**config.mk**
```make
export PLATFORM = sky130hd
export DESIGN_NAME = smh_mode_ctrl
export DESIGN_NICKNAME = d
export VERILOG_FILES = /design/src/common/smh_pkg.sv /design/src/smh_mode_ctrl.sv
export SDC_FILE = /design/constraint.sdc
export NUM_CORES = 2
export LEC_CHECK = 0
export BUFFER_PORTS_ARGS = -buffer_cell sky130_fd_sc_hd__buf_2
export CORE_AREA = 2 2 339 341
export CTS_CLUSTER_DIAMETER = 60
export DETAILED_ROUTE_END_ITERATION = 12
export DIE_AREA = 0 0 341 343
export PLACE_DENSITY = 0.64
export REMOVE_ABC_BUFFERS = 1
export SYNTH_ARGS = -nofsm -noshare
export SYNTH_HDL_FRONTEND = slang
export SYNTH_SLANG_ARGS = --single-unit
```
**constraint.sdc**
```tcl
create_clock -name CORE_CLK_I -period 62.4 [get_ports CORE_CLK_I]
set_input_delay 15.6 -clock CORE_CLK_I [delete_from_list [all_inputs] [get_ports CORE_CLK_I]]
set_output_delay 15.6 -clock CORE_CLK_I [all_outputs]
set_load 0.02 [all_outputs]
```
**src/common/smh_pkg.sv**
```systemverilog
// Package of constants and types for the servo mode and homing control block
package smh_pkg;
    // Operating mode selector codes (signed 8 bit)
    localparam logic [7:0] MODE_PROFILE_VEL   = 8'h03;
    localparam logic [7:0] MODE_TORQUE        = 8'h04;
    localparam logic [7:0] MODE_HOMING        = 8'h06;
    localparam logic [7:0] MODE_POS_HELD_VEL  = 8'h8F; // -113
    localparam logic [7:0] MODE_ANALOG_VEL    = 8'h91; // -111
    localparam logic [7:0] MODE_ANALOG_TORQUE = 8'h9B; // -101
    // Homing methods
    localparam logic [7:0] HOME_METHOD_SWITCH_INDEX = 8'h07;
    localparam logic [7:0] HOME_METHOD_PRESET_ONLY  = 8'h23; // 35: preset without motion
    localparam logic [7:0] HOME_METHOD_MECH_STOP    = 8'hFF; // -1
    // Register offsets
    localparam logic [7:0] REG_MODE        = 8'h00;
    localparam logic [7:0] REG_CONTROL     = 8'h04;
    localparam logic [7:0] REG_TARGET_VEL  = 8'h08;
    localparam logic [7:0] REG_TARGET_TRQ  = 8'h0C;
    localparam logic [7:0] REG_BEGIN_SPD   = 8'h10;
    localparam logic [7:0] REG_FINISH_SPD  = 8'h14;
    localparam logic [7:0] REG_TRQ_SLOPE   = 8'h18;
    localparam logic [7:0] REG_HOME_METHOD = 8'h1C;
    localparam logic [7:0] REG_HOME_OFFSET = 8'h20;
    localparam logic [7:0] REG_SWITCH_SPD  = 8'h24;
    localparam logic [7:0] REG_INDEX_SPD   = 8'h28;
    localparam logic [7:0] REG_STATUS      = 8'h2C;
    localparam logic [7:0] REG_POSITION    = 8'h30;
    localparam logic [7:0] REG_IRQ_STATUS  = 8'h34;
    localparam logic [7:0] REG_IRQ_CLEAR   = 8'h38;
    localparam logic [7:0] REG_IRQ_ENABLE  = 8'h3C;
    localparam logic [7:0] REG_DECEL       = 8'h40;
    localparam logic [7:0] REG_FOLLOW_LIM  = 8'h44;
    // Control bits
    localparam int CTRL_ENABLE_BIT  = 0;
    localparam int CTRL_HOME_GO_BIT = 1;
    localparam int CTRL_HVALID_CLR  = 2;
    // Status bits
    localparam int ST_TARGET_REACHED = 0;
    localparam int ST_HOMING_VALID   = 1;
    localparam int ST_HOMING_BUSY    = 2;
    localparam int ST_POWER_ON       = 3;
    localparam int ST_POS_CTRL       = 4;
    localparam int ST_FOLLOW_ERR     = 5;
    localparam int ST_STOPPED        = 6;
    // Interrupt event bits
    localparam int IRQ_HOME_DONE  = 0;
    localparam int IRQ_FOLLOW_ERR = 1;
    localparam int IRQ_TARGET     = 2;
    localparam int IRQ_WIDTH      = 3;
    // Reset values
    localparam logic [31:0] RESET_DECEL      = 32'h0000_0001;
    localparam logic [31:0] RESET_FOLLOW_LIM = 32'h0000_1000;
    // Motion loop update time and its enable count
    localparam int LOOP_PERIOD_NS = 1000;
    localparam int CLK_PERIOD_NS  = 10;
    localparam int LOOP_CYCLES    = LOOP_PERIOD_NS / CLK_PERIOD_NS;
    // Homing sequencer states
    typedef enum logic [2:0] {
        HS_IDLE     = 3'b000,
        HS_SEEK     = 3'b001,
        HS_ON_SW    = 3'b010,
        HS_SEEK_IDX = 3'b011,
        HS_PRESET   = 3'b100
    } smh_home_state_t;
endpackage

```
**src/smh_mode_ctrl.sv**
```systemverilog
// Operating mode, velocity/torque profiling and homing control of a servo drive
`timescale 1ns/1ps
module smh_mode_ctrl #(
    parameter int DW = 32
) (
    input  wire logic          CORE_CLK_I,
    input  wire logic          RST_I,
    input  wire logic [7:0]    ADDR_I,
    input  wire logic [31:0]   WDATA_I,
    input  wire logic          WR_I,
    input  wire logic          RD_I,
    output logic      [31:0]   RDATA_O,
    input  wire logic [DW-1:0] FILTERED_ANALOG_INPUT_VOLTAGE_I,
    input  wire logic [DW-1:0] FEEDBACK_POSITION_I,
    input  wire logic          INDEX_PULSE_I,
    input  wire logic          HOME_SWITCH_I,
    input  wire logic          POSITIVE_LIMIT_INPUT_I,
    input  wire logic          NEGATIVE_LIMIT_INPUT_I,
    output logic      [DW-1:0] SPEED_DEMAND_O,
    output logic      [DW-1:0] TORQUE_DEMAND_O,
    output logic               POWER_ENABLE_O,
    output logic      [DW-1:0] POSITION_ACTUAL_O,
    output logic               IRQ_O
);

    // ************************************************************
    // Registers and state
    // ************************************************************
    localparam int IRQ_W = smh_pkg::IRQ_WIDTH;
    logic [7:0]                     mode;
    logic                           enable;
    logic signed [DW-1:0]           target_vel;
    logic signed [DW-1:0]           target_trq;
    logic [DW-1:0]                  ramp_begin_speed;
    logic [DW-1:0]                  ramp_finish_speed;
    logic [DW-1:0]                  trq_slope;
    logic [DW-1:0]                  decel;
    logic [DW-1:0]                  follow_lim;
    logic [7:0]                     home_method;
    logic signed [DW-1:0]           home_offset;
    logic [DW-1:0]                  switch_search_speed;
    logic [DW-1:0]                  index_search_speed;
    logic                           homing_valid_flag;
    logic                           home_go;
    logic signed [DW-1:0]           pos_offset;
    logic signed [DW-1:0]           home_pos;
    logic signed [DW-1:0]           speed;
    logic signed [DW-1:0]           torque;
    logic signed [DW-1:0]           cmd_pos;
    logic [IRQ_W-1:0]               irq_status;
    logic [IRQ_W-1:0]               irq_enable;
    logic [15:0]                    loop_cnt;
    logic                           tick;
    logic                           follow_err;
    logic                           home_done;
    logic                           sw_prev;
    smh_pkg::smh_home_state_t       hstate;

    wire wr_ctrl = WR_I && ADDR_I == smh_pkg::REG_CONTROL;
    wire is_vel  = mode == smh_pkg::MODE_PROFILE_VEL || mode == smh_pkg::MODE_POS_HELD_VEL ||
                   mode == smh_pkg::MODE_ANALOG_VEL;
    wire is_trq  = mode == smh_pkg::MODE_TORQUE || mode == smh_pkg::MODE_ANALOG_TORQUE;
    wire auto_en = mode == smh_pkg::MODE_ANALOG_VEL || mode == smh_pkg::MODE_ANALOG_TORQUE;
    wire pos_ctl = mode == smh_pkg::MODE_POS_HELD_VEL;
    wire powered = enable || auto_en;

    // Requested references: analog input replaces the target in analog modes
    wire signed [DW-1:0] vel_ref = (mode == smh_pkg::MODE_ANALOG_VEL) ?
                                   $signed(FILTERED_ANALOG_INPUT_VOLTAGE_I) : target_vel;
    wire signed [DW-1:0] trq_ref = (mode == smh_pkg::MODE_ANALOG_TORQUE) ?
                                   $signed(FILTERED_ANALOG_INPUT_VOLTAGE_I) : target_trq;
    wire [DW-1:0] vel_mag = vel_ref[DW-1] ? DW'(-vel_ref) : vel_ref;
    wire run_ok = vel_mag > ramp_begin_speed && vel_mag > ramp_finish_speed;
    wire signed [DW-1:0] pos_act = $signed(FEEDBACK_POSITION_I) - pos_offset;
    wire signed [DW-1:0] pos_err = cmd_pos - pos_act;
    wire [DW-1:0] err_mag = pos_err[DW-1] ? DW'(-pos_err) : pos_err;
    wire [DW-1:0] spd_mag = speed[DW-1] ? DW'(-speed) : speed;
    wire trq_reached = torque == trq_ref;
    wire vel_reached = speed == (run_ok ? vel_ref : '0);
    wire target_reached = is_trq ? trq_reached : vel_reached;

    // ************************************************************
    // Motion loop enable
    // ************************************************************
    always_ff @(posedge CORE_CLK_I or posedge RST_I) begin
        if (RST_I) begin
            loop_cnt <= 16'h0000;
            tick     <= 1'b0;
        end else begin
            tick <= loop_cnt == 16'(smh_pkg::LOOP_CYCLES - 1);
            if (loop_cnt == 16'(smh_pkg::LOOP_CYCLES - 1)) begin
                loop_cnt <= 16'h0000;
            end else begin
                loop_cnt <= loop_cnt + 16'h0001;
            end
        end
    end

    // ************************************************************
    // Register writes
    // ************************************************************
    always_ff @(posedge CORE_CLK_I or posedge RST_I) begin
        if (RST_I) begin
            mode                <= 8'h00;
            enable              <= 1'b0;
            target_vel          <= '0;
            target_trq          <= '0;
            ramp_begin_speed    <= '0;
            ramp_finish_speed   <= '0;
            trq_slope           <= '0;
            decel               <= DW'(smh_pkg::RESET_DECEL);
            follow_lim          <= DW'(smh_pkg::RESET_FOLLOW_LIM);
            home_method         <= 8'h00;
            home_offset         <= '0;
            switch_search_speed <= '0;
            index_search_speed  <= '0;
            irq_enable          <= '0;
        end else if (WR_I) begin
            case (ADDR_I)
                smh_pkg::REG_MODE:        mode                <= WDATA_I[7:0];
                smh_pkg::REG_CONTROL:     enable              <= WDATA_I[smh_pkg::CTRL_ENABLE_BIT];
                smh_pkg::REG_TARGET_VEL:  target_vel          <= DW'(WDATA_I);
                smh_pkg::REG_TARGET_TRQ:  target_trq          <= DW'(WDATA_I);
                smh_pkg::REG_BEGIN_SPD:   ramp_begin_speed    <= DW'(WDATA_I);
                smh_pkg::REG_FINISH_SPD:  ramp_finish_speed   <= DW'(WDATA_I);
                smh_pkg::REG_TRQ_SLOPE:   trq_slope           <= DW'(WDATA_I);
                smh_pkg::REG_HOME_METHOD: home_method         <= WDATA_I[7:0];
                smh_pkg::REG_HOME_OFFSET: home_offset         <= DW'(WDATA_I);
                smh_pkg::REG_SWITCH_SPD:  switch_search_speed <= DW'(WDATA_I);
                smh_pkg::REG_INDEX_SPD:   index_search_speed  <= DW'(WDATA_I);
                smh_pkg::REG_IRQ_ENABLE:  irq_enable          <= WDATA_I[IRQ_W-1:0];
                smh_pkg::REG_DECEL:       decel               <= DW'(WDATA_I);
                smh_pkg::REG_FOLLOW_LIM:  follow_lim          <= DW'(WDATA_I);
                default: ;
            endcase
        end
    end

    // ************************************************************
    // Velocity profile
    // ************************************************************
    always_ff @(posedge CORE_CLK_I or posedge RST_I) begin
        if (RST_I) begin
            speed   <= '0;
            cmd_pos <= '0;
        end else if (!powered || !(is_vel || hstate != smh_pkg::HS_IDLE)) begin
            speed   <= '0;
            cmd_pos <= pos_act;
        end else if (tick) begin
            if (hstate != smh_pkg::HS_IDLE) begin
                speed <= (hstate == smh_pkg::HS_SEEK) ? $signed(switch_search_speed) :
                         (hstate == smh_pkg::HS_SEEK_IDX || hstate == smh_pkg::HS_ON_SW) ?
                         -$signed(index_search_speed) : '0;
            end else if (run_ok) begin
                speed <= vel_ref;
            end else if (spd_mag > ramp_finish_speed + decel) begin
                speed <= speed[DW-1] ? speed + $signed(decel) : speed - $signed(decel);
            end else begin
                speed <= '0;
            end
            cmd_pos <= cmd_pos + speed;
        end
    end

    // Position-held mode adds the lost position to the speed demand
    always_ff @(posedge CORE_CLK_I or posedge RST_I) begin
        if (RST_I) begin
            SPEED_DEMAND_O <= '0;
        end else begin
            SPEED_DEMAND_O <= pos_ctl ? DW'(speed + pos_err) : speed;
        end
    end

    always_ff @(posedge CORE_CLK_I or posedge RST_I) begin
        if (RST_I) begin
            follow_err <= 1'b0;
        end else begin
            follow_err <= pos_ctl && powered && err_mag > follow_lim;
        end
    end

    // ************************************************************
    // Torque profile
    // ************************************************************
    always_ff @(posedge CORE_CLK_I or posedge RST_I) begin
        if (RST_I) begin
            torque <= '0;
        end else if (!powered || !is_trq) begin
            torque <= '0;
        end else if (tick) begin
            if (trq_ref > torque + $signed(trq_slope)) begin
                torque <= torque + $signed(trq_slope);
            end else if (trq_ref < torque - $signed(trq_slope)) begin
                torque <= torque - $signed(trq_slope);
            end else begin
                torque <= trq_ref;
            end
        end
    end

    always_ff @(posedge CORE_CLK_I or posedge RST_I) begin
        if (RST_I) begin
            TORQUE_DEMAND_O <= '0;
            POWER_ENABLE_O  <= 1'b0;
        end else begin
            TORQUE_DEMAND_O <= torque;
            POWER_ENABLE_O  <= powered;
        end
    end

    // ************************************************************
    // Homing sequencer, same for incremental and absolute feedback
    // ************************************************************
    always_ff @(posedge CORE_CLK_I or posedge RST_I) begin
        if (RST_I) begin
            home_go <= 1'b0;
        end else begin
            home_go <= wr_ctrl && WDATA_I[smh_pkg::CTRL_HOME_GO_BIT] && mode == smh_pkg::MODE_HOMING;
        end
    end

    always_ff @(posedge CORE_CLK_I or posedge RST_I) begin
        if (RST_I) begin
            hstate    <= smh_pkg::HS_IDLE;
            sw_prev   <= 1'b0;
            home_pos  <= '0;
            home_done <= 1'b0;
        end else begin
            sw_prev   <= HOME_SWITCH_I;
            home_done <= 1'b0;
            case (hstate)
                smh_pkg::HS_IDLE: begin
                    if (home_go && powered) begin
                        if (home_method == smh_pkg::HOME_METHOD_PRESET_ONLY) begin
                            home_pos <= pos_act;
                            hstate   <= smh_pkg::HS_PRESET;
                        end else begin
                            hstate <= HOME_SWITCH_I ? smh_pkg::HS_ON_SW : smh_pkg::HS_SEEK;
                        end
                    end
                end
                smh_pkg::HS_SEEK: begin
                    if (HOME_SWITCH_I && !sw_prev) begin
                        hstate <= smh_pkg::HS_ON_SW;
                    end
                end
                smh_pkg::HS_ON_SW: begin
                    if (!HOME_SWITCH_I) begin
                        hstate <= smh_pkg::HS_SEEK_IDX;
                    end
                end
                smh_pkg::HS_SEEK_IDX: begin
                    if (INDEX_PULSE_I) begin
                        home_pos <= pos_act;
                        hstate   <= smh_pkg::HS_PRESET;
                    end
                end
                smh_pkg::HS_PRESET: begin
                    if (spd_mag == '0) begin
                        home_done <= 1'b1;
                        hstate    <= smh_pkg::HS_IDLE;
                    end
                end
                default: hstate <= smh_pkg::HS_IDLE;
            endcase
            if (mode != smh_pkg::MODE_HOMING || !powered) begin
                hstate <= smh_pkg::HS_IDLE;
            end
        end
    end

    // Preset: actual = end - home - offset; home position reads -offset
    always_ff @(posedge CORE_CLK_I or posedge RST_I) begin
        if (RST_I) begin
            pos_offset <= '0;
        end else if (home_done) begin
            pos_offset <= home_pos + pos_offset + home_offset;
        end
    end

    always_ff @(posedge CORE_CLK_I or posedge RST_I) begin
        if (RST_I) begin
            homing_valid_flag <= 1'b0;
        end else if (home_done) begin
            homing_valid_flag <= 1'b1;
        end else if (wr_ctrl && WDATA_I[smh_pkg::CTRL_HVALID_CLR]) begin
            homing_valid_flag <= 1'b0;
        end
    end

    always_ff @(posedge CORE_CLK_I or posedge RST_I) begin
        if (RST_I) begin
            POSITION_ACTUAL_O <= '0;
        end else begin
            POSITION_ACTUAL_O <= pos_act;
        end
    end

    // ************************************************************
    // Interrupts and read data
    // ************************************************************
    wire [IRQ_W-1:0] irq_events = {target_reached, follow_err, home_done};
    always_ff @(posedge CORE_CLK_I or posedge RST_I) begin
        if (RST_I) begin
            irq_status <= '0;
        end else begin
            irq_status <= (irq_status & ~((WR_I && ADDR_I == smh_pkg::REG_IRQ_CLEAR) ?
                          WDATA_I[IRQ_W-1:0] : '0)) | irq_events;
        end
    end
    assign IRQ_O = |(irq_status & irq_enable);

    always_ff @(posedge CORE_CLK_I or posedge RST_I) begin
        if (RST_I) begin
            RDATA_O <= 32'h0000_0000;
        end else if (RD_I) begin
            case (ADDR_I)
                smh_pkg::REG_MODE:        RDATA_O <= {24'h000000, mode};
                smh_pkg::REG_CONTROL:     RDATA_O <= {31'h0, enable};
                smh_pkg::REG_TARGET_VEL:  RDATA_O <= 32'(target_vel);
                smh_pkg::REG_TARGET_TRQ:  RDATA_O <= 32'(target_trq);
                smh_pkg::REG_BEGIN_SPD:   RDATA_O <= 32'(ramp_begin_speed);
                smh_pkg::REG_FINISH_SPD:  RDATA_O <= 32'(ramp_finish_speed);
                smh_pkg::REG_TRQ_SLOPE:   RDATA_O <= 32'(trq_slope);
                smh_pkg::REG_HOME_METHOD: RDATA_O <= {24'h000000, home_method};
                smh_pkg::REG_HOME_OFFSET: RDATA_O <= 32'(home_offset);
                smh_pkg::REG_SWITCH_SPD:  RDATA_O <= 32'(switch_search_speed);
                smh_pkg::REG_INDEX_SPD:   RDATA_O <= 32'(index_search_speed);
                smh_pkg::REG_STATUS:      RDATA_O <= {25'h0, spd_mag == '0, follow_err, pos_ctl, powered,
                                                      hstate != smh_pkg::HS_IDLE, homing_valid_flag,
                                                      target_reached};
                smh_pkg::REG_POSITION:    RDATA_O <= 32'(pos_act);
                smh_pkg::REG_IRQ_STATUS:  RDATA_O <= {29'h0, irq_status};
                smh_pkg::REG_IRQ_ENABLE:  RDATA_O <= {29'h0, irq_enable};
                smh_pkg::REG_DECEL:       RDATA_O <= 32'(decel);
                smh_pkg::REG_FOLLOW_LIM:  RDATA_O <= 32'(follow_lim);
                default:                  RDATA_O <= 32'h0000_0000;
            endcase
        end else begin
            RDATA_O <= 32'h0000_0000;
        end
    end

    // ************************************************************
    // Assertions
    // ************************************************************
    property p_auto_enable;
        @(posedge CORE_CLK_I) disable iff (RST_I) auto_en |=> POWER_ENABLE_O;
    endproperty
    a_auto_enable: assert property (p_auto_enable) else $error("analog mode not powered");

    property p_no_start_below;
        @(posedge CORE_CLK_I) disable iff (RST_I)
            (is_vel && !run_ok && speed == '0 && hstate == smh_pkg::HS_IDLE) |=> speed == '0;
    endproperty
    a_no_start_below: assert property (p_no_start_below) else $error("motion below thresholds");

    property p_valid_clear;
        @(posedge CORE_CLK_I) disable iff (RST_I)
            (wr_ctrl && WDATA_I[smh_pkg::CTRL_HVALID_CLR] && !home_done) |=> !homing_valid_flag;
    endproperty
    a_valid_clear: assert property (p_valid_clear) else $error("homing valid not cleared");

    property p_preset;
        @(posedge CORE_CLK_I) disable iff (RST_I)
            home_done |=> pos_offset == $past(home_pos) + $past(pos_offset) + $past(home_offset);
    endproperty
    a_preset: assert property (p_preset) else $error("bad position preset");

    property p_trq_zero_off;
        @(posedge CORE_CLK_I) disable iff (RST_I) !is_trq |=> torque == '0;
    endproperty
    a_trq_zero_off: assert property (p_trq_zero_off) else $error("torque outside torque mode");

    property p_index_stop;
        @(posedge CORE_CLK_I) disable iff (RST_I)
            (hstate == smh_pkg::HS_SEEK_IDX && INDEX_PULSE_I && mode == smh_pkg::MODE_HOMING && powered)
            |=> hstate == smh_pkg::HS_PRESET;
    endproperty
    a_index_stop: assert property (p_index_stop) else $error("index not taken");

    property p_follow_only_held;
        @(posedge CORE_CLK_I) disable iff (RST_I) follow_err |-> $past(pos_ctl);
    endproperty
    a_follow_only_held: assert property (p_follow_only_held) else $error("following error in wrong mode");

    property p_irq;
        @(posedge CORE_CLK_I) disable iff (RST_I) home_done && irq_enable[0] |=> IRQ_O;
    endproperty
    a_irq: assert property (p_irq) else $error("interrupt missing");

endmodule // smh_mode_ctrl

```
==> metrics.txt <==
# TYPE chip_impl_metric gauge
chip_impl_metric{name="mappedNetlistArea",unit="µm²"} 50500
chip_impl_metric{name="start_util",unit="%"} 44.6
chip_impl_metric{name="cts-buffers-inserted",unit=""} 89
chip_impl_metric{name="hold_ws",unit="ns"} 0.477
chip_impl_metric{name="final-setup-viol-count",unit=""} 0
chip_impl_metric{name="worst_setup_skew_after_layout",unit="ns"} 0.0347
chip_impl_metric{name="vias",unit=""} 44098
chip_impl_info{name="clock_tree.root_cell",value="clkbuf_16"} 1
chip_impl_metric{name="placement.io_buffers",unit=""} 239
chip_impl_info{name="cts_tree",value="done"} 1
chip_impl_metric{name="relSlewSlack",unit="%"} 11.9
chip_impl_metric{name="worst-r2r-setup-slack",unit="ns"} 51.98
chip_impl_metric{name="rows",unit=""} 124
chip_impl_metric{name="required",unit="ns"} 62.85
chip_impl_metric{name="post_cts_resize_count",unit=""} 0
chip_impl_metric{name="path_clk_slew",unit="ns"} 0.06
chip_impl_metric{name="weighted_congestion_reported_at_the_end_of_routability_driven_placement",unit=""} 1.01
chip_impl_metric{name="vdd.ir_drop.worst",unit="V"} 0.0000195
chip_impl_metric{name="wire_per_inst",unit="µm"} 25.5
chip_impl_metric{name="firstDrtPassIters",unit=""} 8
chip_impl_info{name="holdCritStartpoint",value="loop_cnt[15]"} 1
chip_impl_metric{name="number_of_global_route_vias_before_repair",unit=""} 42977
chip_impl_metric{name="worstSkewPairLatency",unit="ns"} 0.69
chip_impl_metric{name="synth-edff-count",unit=""} 0
chip_impl_metric{name="power-per-cell-area",unit="nW/µm²"} 25.7
chip_impl_info{name="regToRegStartpoint",value="pos_offset[0]"} 1
chip_impl_info{name="start_kind",value="primary input"} 1
chip_impl_info{name="startpoint",value="FEEDBACK_POSITION_I[0]"} 1
chip_impl_metric{name="num-nets-final",unit=""} 6239
chip_impl_metric{name="number_of_h_tree_levels",unit=""} 3
chip_impl_info{name="outcome",value="complete, no violations"} 1
chip_impl_metric{name="layout-area-overhead-vs-synth",unit="%"} 11.5
chip_impl_metric{name="ios",unit=""} 242
chip_impl_metric{name="drt.antenna.violating_nets",unit=""} 0
chip_impl_metric{name="clock_path_buffers",unit=""} 3
chip_impl_metric{name="drt_iter0_markers",unit=""} 4165
chip_impl_metric{name="highest_achievable_clock_rate",unit="GHz"} 0.0399
chip_impl_metric{name="place.detailed.hpwl",unit="µm"} 139000
chip_impl_metric{name="grt_antenna_before_repair",unit=""} 21
chip_impl_metric{name="grt_pass1_wl",unit="µm"} 272000
chip_impl_info{name="crit_path_max_delay_cell_type",value="a2111oi_0"} 1
chip_impl_metric{name="timing.final.max_slew_violations",unit=""} 0
chip_impl_metric{name="global_route.usage.total",unit="%"} 31.0
chip_impl_metric{name="critPathMaxStageDelay",unit="ns"} 1.02
chip_impl_metric{name="holdPathStages",unit=""} 1
chip_impl_metric{name="async_set_or_reset_flop_fraction_in_the_synthesized_netlist",unit="%"} 100
chip_impl_metric{name="die_height",unit="µm"} 343
chip_impl_info{name="grt_setup_unrepaired",value="false"} 1
chip_impl_metric{name="cts_num_sinks",unit=""} 657
chip_impl_info{name="critical_path_class",value="in -> reg"} 1
chip_impl_metric{name="synth_cells",unit=""} 5465
chip_impl_metric{name="drv_cap",unit=""} 0
chip_impl_metric{name="fin_tns_setup",unit="ns"} 0
chip_impl_info{name="worstHoldPathType",value="reg -> reg"} 1
chip_impl_info{name="endpoint_kind",value="flip-flop"} 1
chip_impl_metric{name="global_route.overflow_total",unit=""} 0
chip_impl_metric{name="die-area",unit="µm²"} 117000
chip_impl_metric{name="timing.critical_path.arrival",unit="ns"} 25.52
chip_impl_metric{name="grt_start_max_net_pins",unit=""} 157
chip_impl_metric{name="rr_worst_depth",unit=""} 38
chip_impl_metric{name="postRouteWirelength",unit="µm"} 184000
chip_impl_metric{name="finalCritPeriodShare",unit="%"} 40.2
chip_impl_metric{name="cts_post_setup_buffers_inserted",unit=""} 0
chip_impl_metric{name="period_needed",unit="ns"} 25.07
chip_impl_metric{name="synth.lib_cells_used.distinct",unit=""} 103
chip_impl_metric{name="ys_seq_area_share",unit="%"} 32.5
chip_impl_metric{name="power.static_leakage",unit="µW"} 0.0278
chip_impl_metric{name="synth-seq-cells",unit=""} 657
chip_impl_info{name="min_delay_worst_endpoint",value="loop_cnt[15]"} 1
chip_impl_metric{name="floorplan.die.width",unit="µm"} 341
chip_impl_info{name="worstReg2RegEnd",value="follow_err"} 1
chip_impl_metric{name="total_power",unit="µW"} 1450
chip_impl_metric{name="synth_area_per_cell",unit="µm²"} 9.25
chip_impl_metric{name="synth_warnings",unit=""} 0
chip_impl_metric{name="report.final.hold_viol_count",unit=""} 0
chip_impl_info{name="dominantRegCellSynth",value="dfrtp_1"} 1
chip_impl_metric{name="post_cts_hold_buffer_count",unit=""} 0
chip_impl_metric{name="vias_per_cell",unit=""} 6.11
chip_impl_metric{name="final_layout_size_suffix_gt1_share",unit="%"} 15.5
chip_impl_metric{name="worstPathMaxFanout",unit=""} 19
chip_impl_metric{name="worstMarginPinSlew",unit="ns"} 1.31
chip_impl_metric{name="route.detailed.drc",unit=""} 0
chip_impl_metric{name="placeableCoreArea",unit="µm²"} 113000
[synth_stat cells, drive strengths merged, types with 18 or more instances]
cell	instances	share of area, %
nand2	359	2.7
a22o	75	1.3
a21o	147	2.2
a221o	30	0.59
mux2i	103	2.0
ha	470	12
nor3	114	1.1
nor3b	18	0.28
inv	347	2.6
nor4	33	0.47
nor2	348	2.6
clkbuf	188	1.4
or3	40	0.50
a221oi	72	1.2
a21oi	352	3.5
xor2	177	3.1
dfrtp	655	32
or2	19	0.24
o211ai	43	0.64
fa	40	1.6
and2	18	0.22
buf	65	0.53
nand2b	73	0.90
nand4	59	0.73
o21bai	31	0.46
a31oi	64	0.80
mux2	341	7.6
a211oi	49	0.74
and3	48	0.59
o21ai	327	3.2
o21a	52	0.77
o31ai	27	0.40
xnor2	276	4.8
nor2b	60	0.74
nand3	90	0.90
a22oi	39	0.58
[critical path, delay by kind of cell]
family	cells	cell delay (ns)
AO/OA/AOI/OAI	19	5.02
adder cells (fa/ha/maj)	5	1.75
AND/OR/NAND/NOR	11	1.56
XOR/XNOR	2	1.28
buffers and inverters	3	0.27
[through the flow]
stage / area (µm²) / utilization [%] / instances / setup WS [ns]
finish: 56400 / 49.7 / 7214 / 37.33
global route: 56400 / 49.7 / 7211 / 36.79
CTS: 56400 / 49.7 / 7203 / 37.37
detailed placement: 53300 / 47.0 / 7038 / 36.75
global placement: 53300 / 47.0 / 7038 / 36.81
floorplan: 49600 / - / 5212 / 28.39
[worst max-delay path by stage]
| stage | slack [ns] | endpoint | depth (start not counted) |
|---|---|---|---|
| finish | 37.33 | follow_err | 40 |
| global route | 36.79 | follow_err | 40 |
| CTS | 37.37 | follow_err | 40 |
| detailed placement | 36.75 | follow_err | 40 |
| global placement | 36.81 | follow_err | 40 |
| floorplan | 28.39 | POSITION_ACTUAL_O[0] | 1 |
[per-layer routing]
layer / GRT usage [%] / up-vias / part of all wire (%)
met5: 0 / - / 0.053
met3: 6.01 / 477 / 9.0
li1: - / 20124 / -
met4: 17.9 / 14 / 6.1
met2: 48.4 / 1905 / 44
met1: 40.2 / 21578 / 41
[final cells by class]
| type | instances | area (µm²) |
|---|---|---|
| Fill cell | 10575 | 57000 |
| Multi-Input combinational cell | 4207 | 31900 |
| Sequential cell | 657 | 16400 |
| Clock buffer | 122 | 2610 |
| Tap cell | 1512 | 1890 |
| Timing Repair Buffer | 314 | 1780 |
| Inverter | 348 | 1310 |
| Clock inverter | 43 | 415 |
| Antenna cell | 11 | 27.5 |
[placed cells by master (no fill, tap or decap), types with 73 or more instances in the layout]
cell type,n
a21o_1,147
a21oi_1,352
a22o_1,75
buf_2,239
buf_4,73
clkbuf_16,93
dfrtp_1,652
ha_1,470
inv_1,344
mux2_2,340
mux2i_1,102
nand2_1,358
nand2b_1,73
nand3_1,88
nor2_1,337
nor3_1,110
o21ai_0,317
xnor2_1,274
xor2_1,177
[report_power, final]
part,internal (µW),switching (µW),total [µW]
sequential,441,21.9,463
clock,312,214,525
combinational,180,280,459
total,933,515,1450
[kinds of logic after synthesis]
kind of cell	synth area share, %
adder cells (fa/ha/maj)	13.3
AND/OR/NAND/NOR	12.9
buffers and inverters	4.51
multiplexers	9.64
AO/OA/AOI/OAI	19.2
flip-flops	32.5
XOR/XNOR	7.92
No activity file was read; power rests on OpenSTA's default activity.
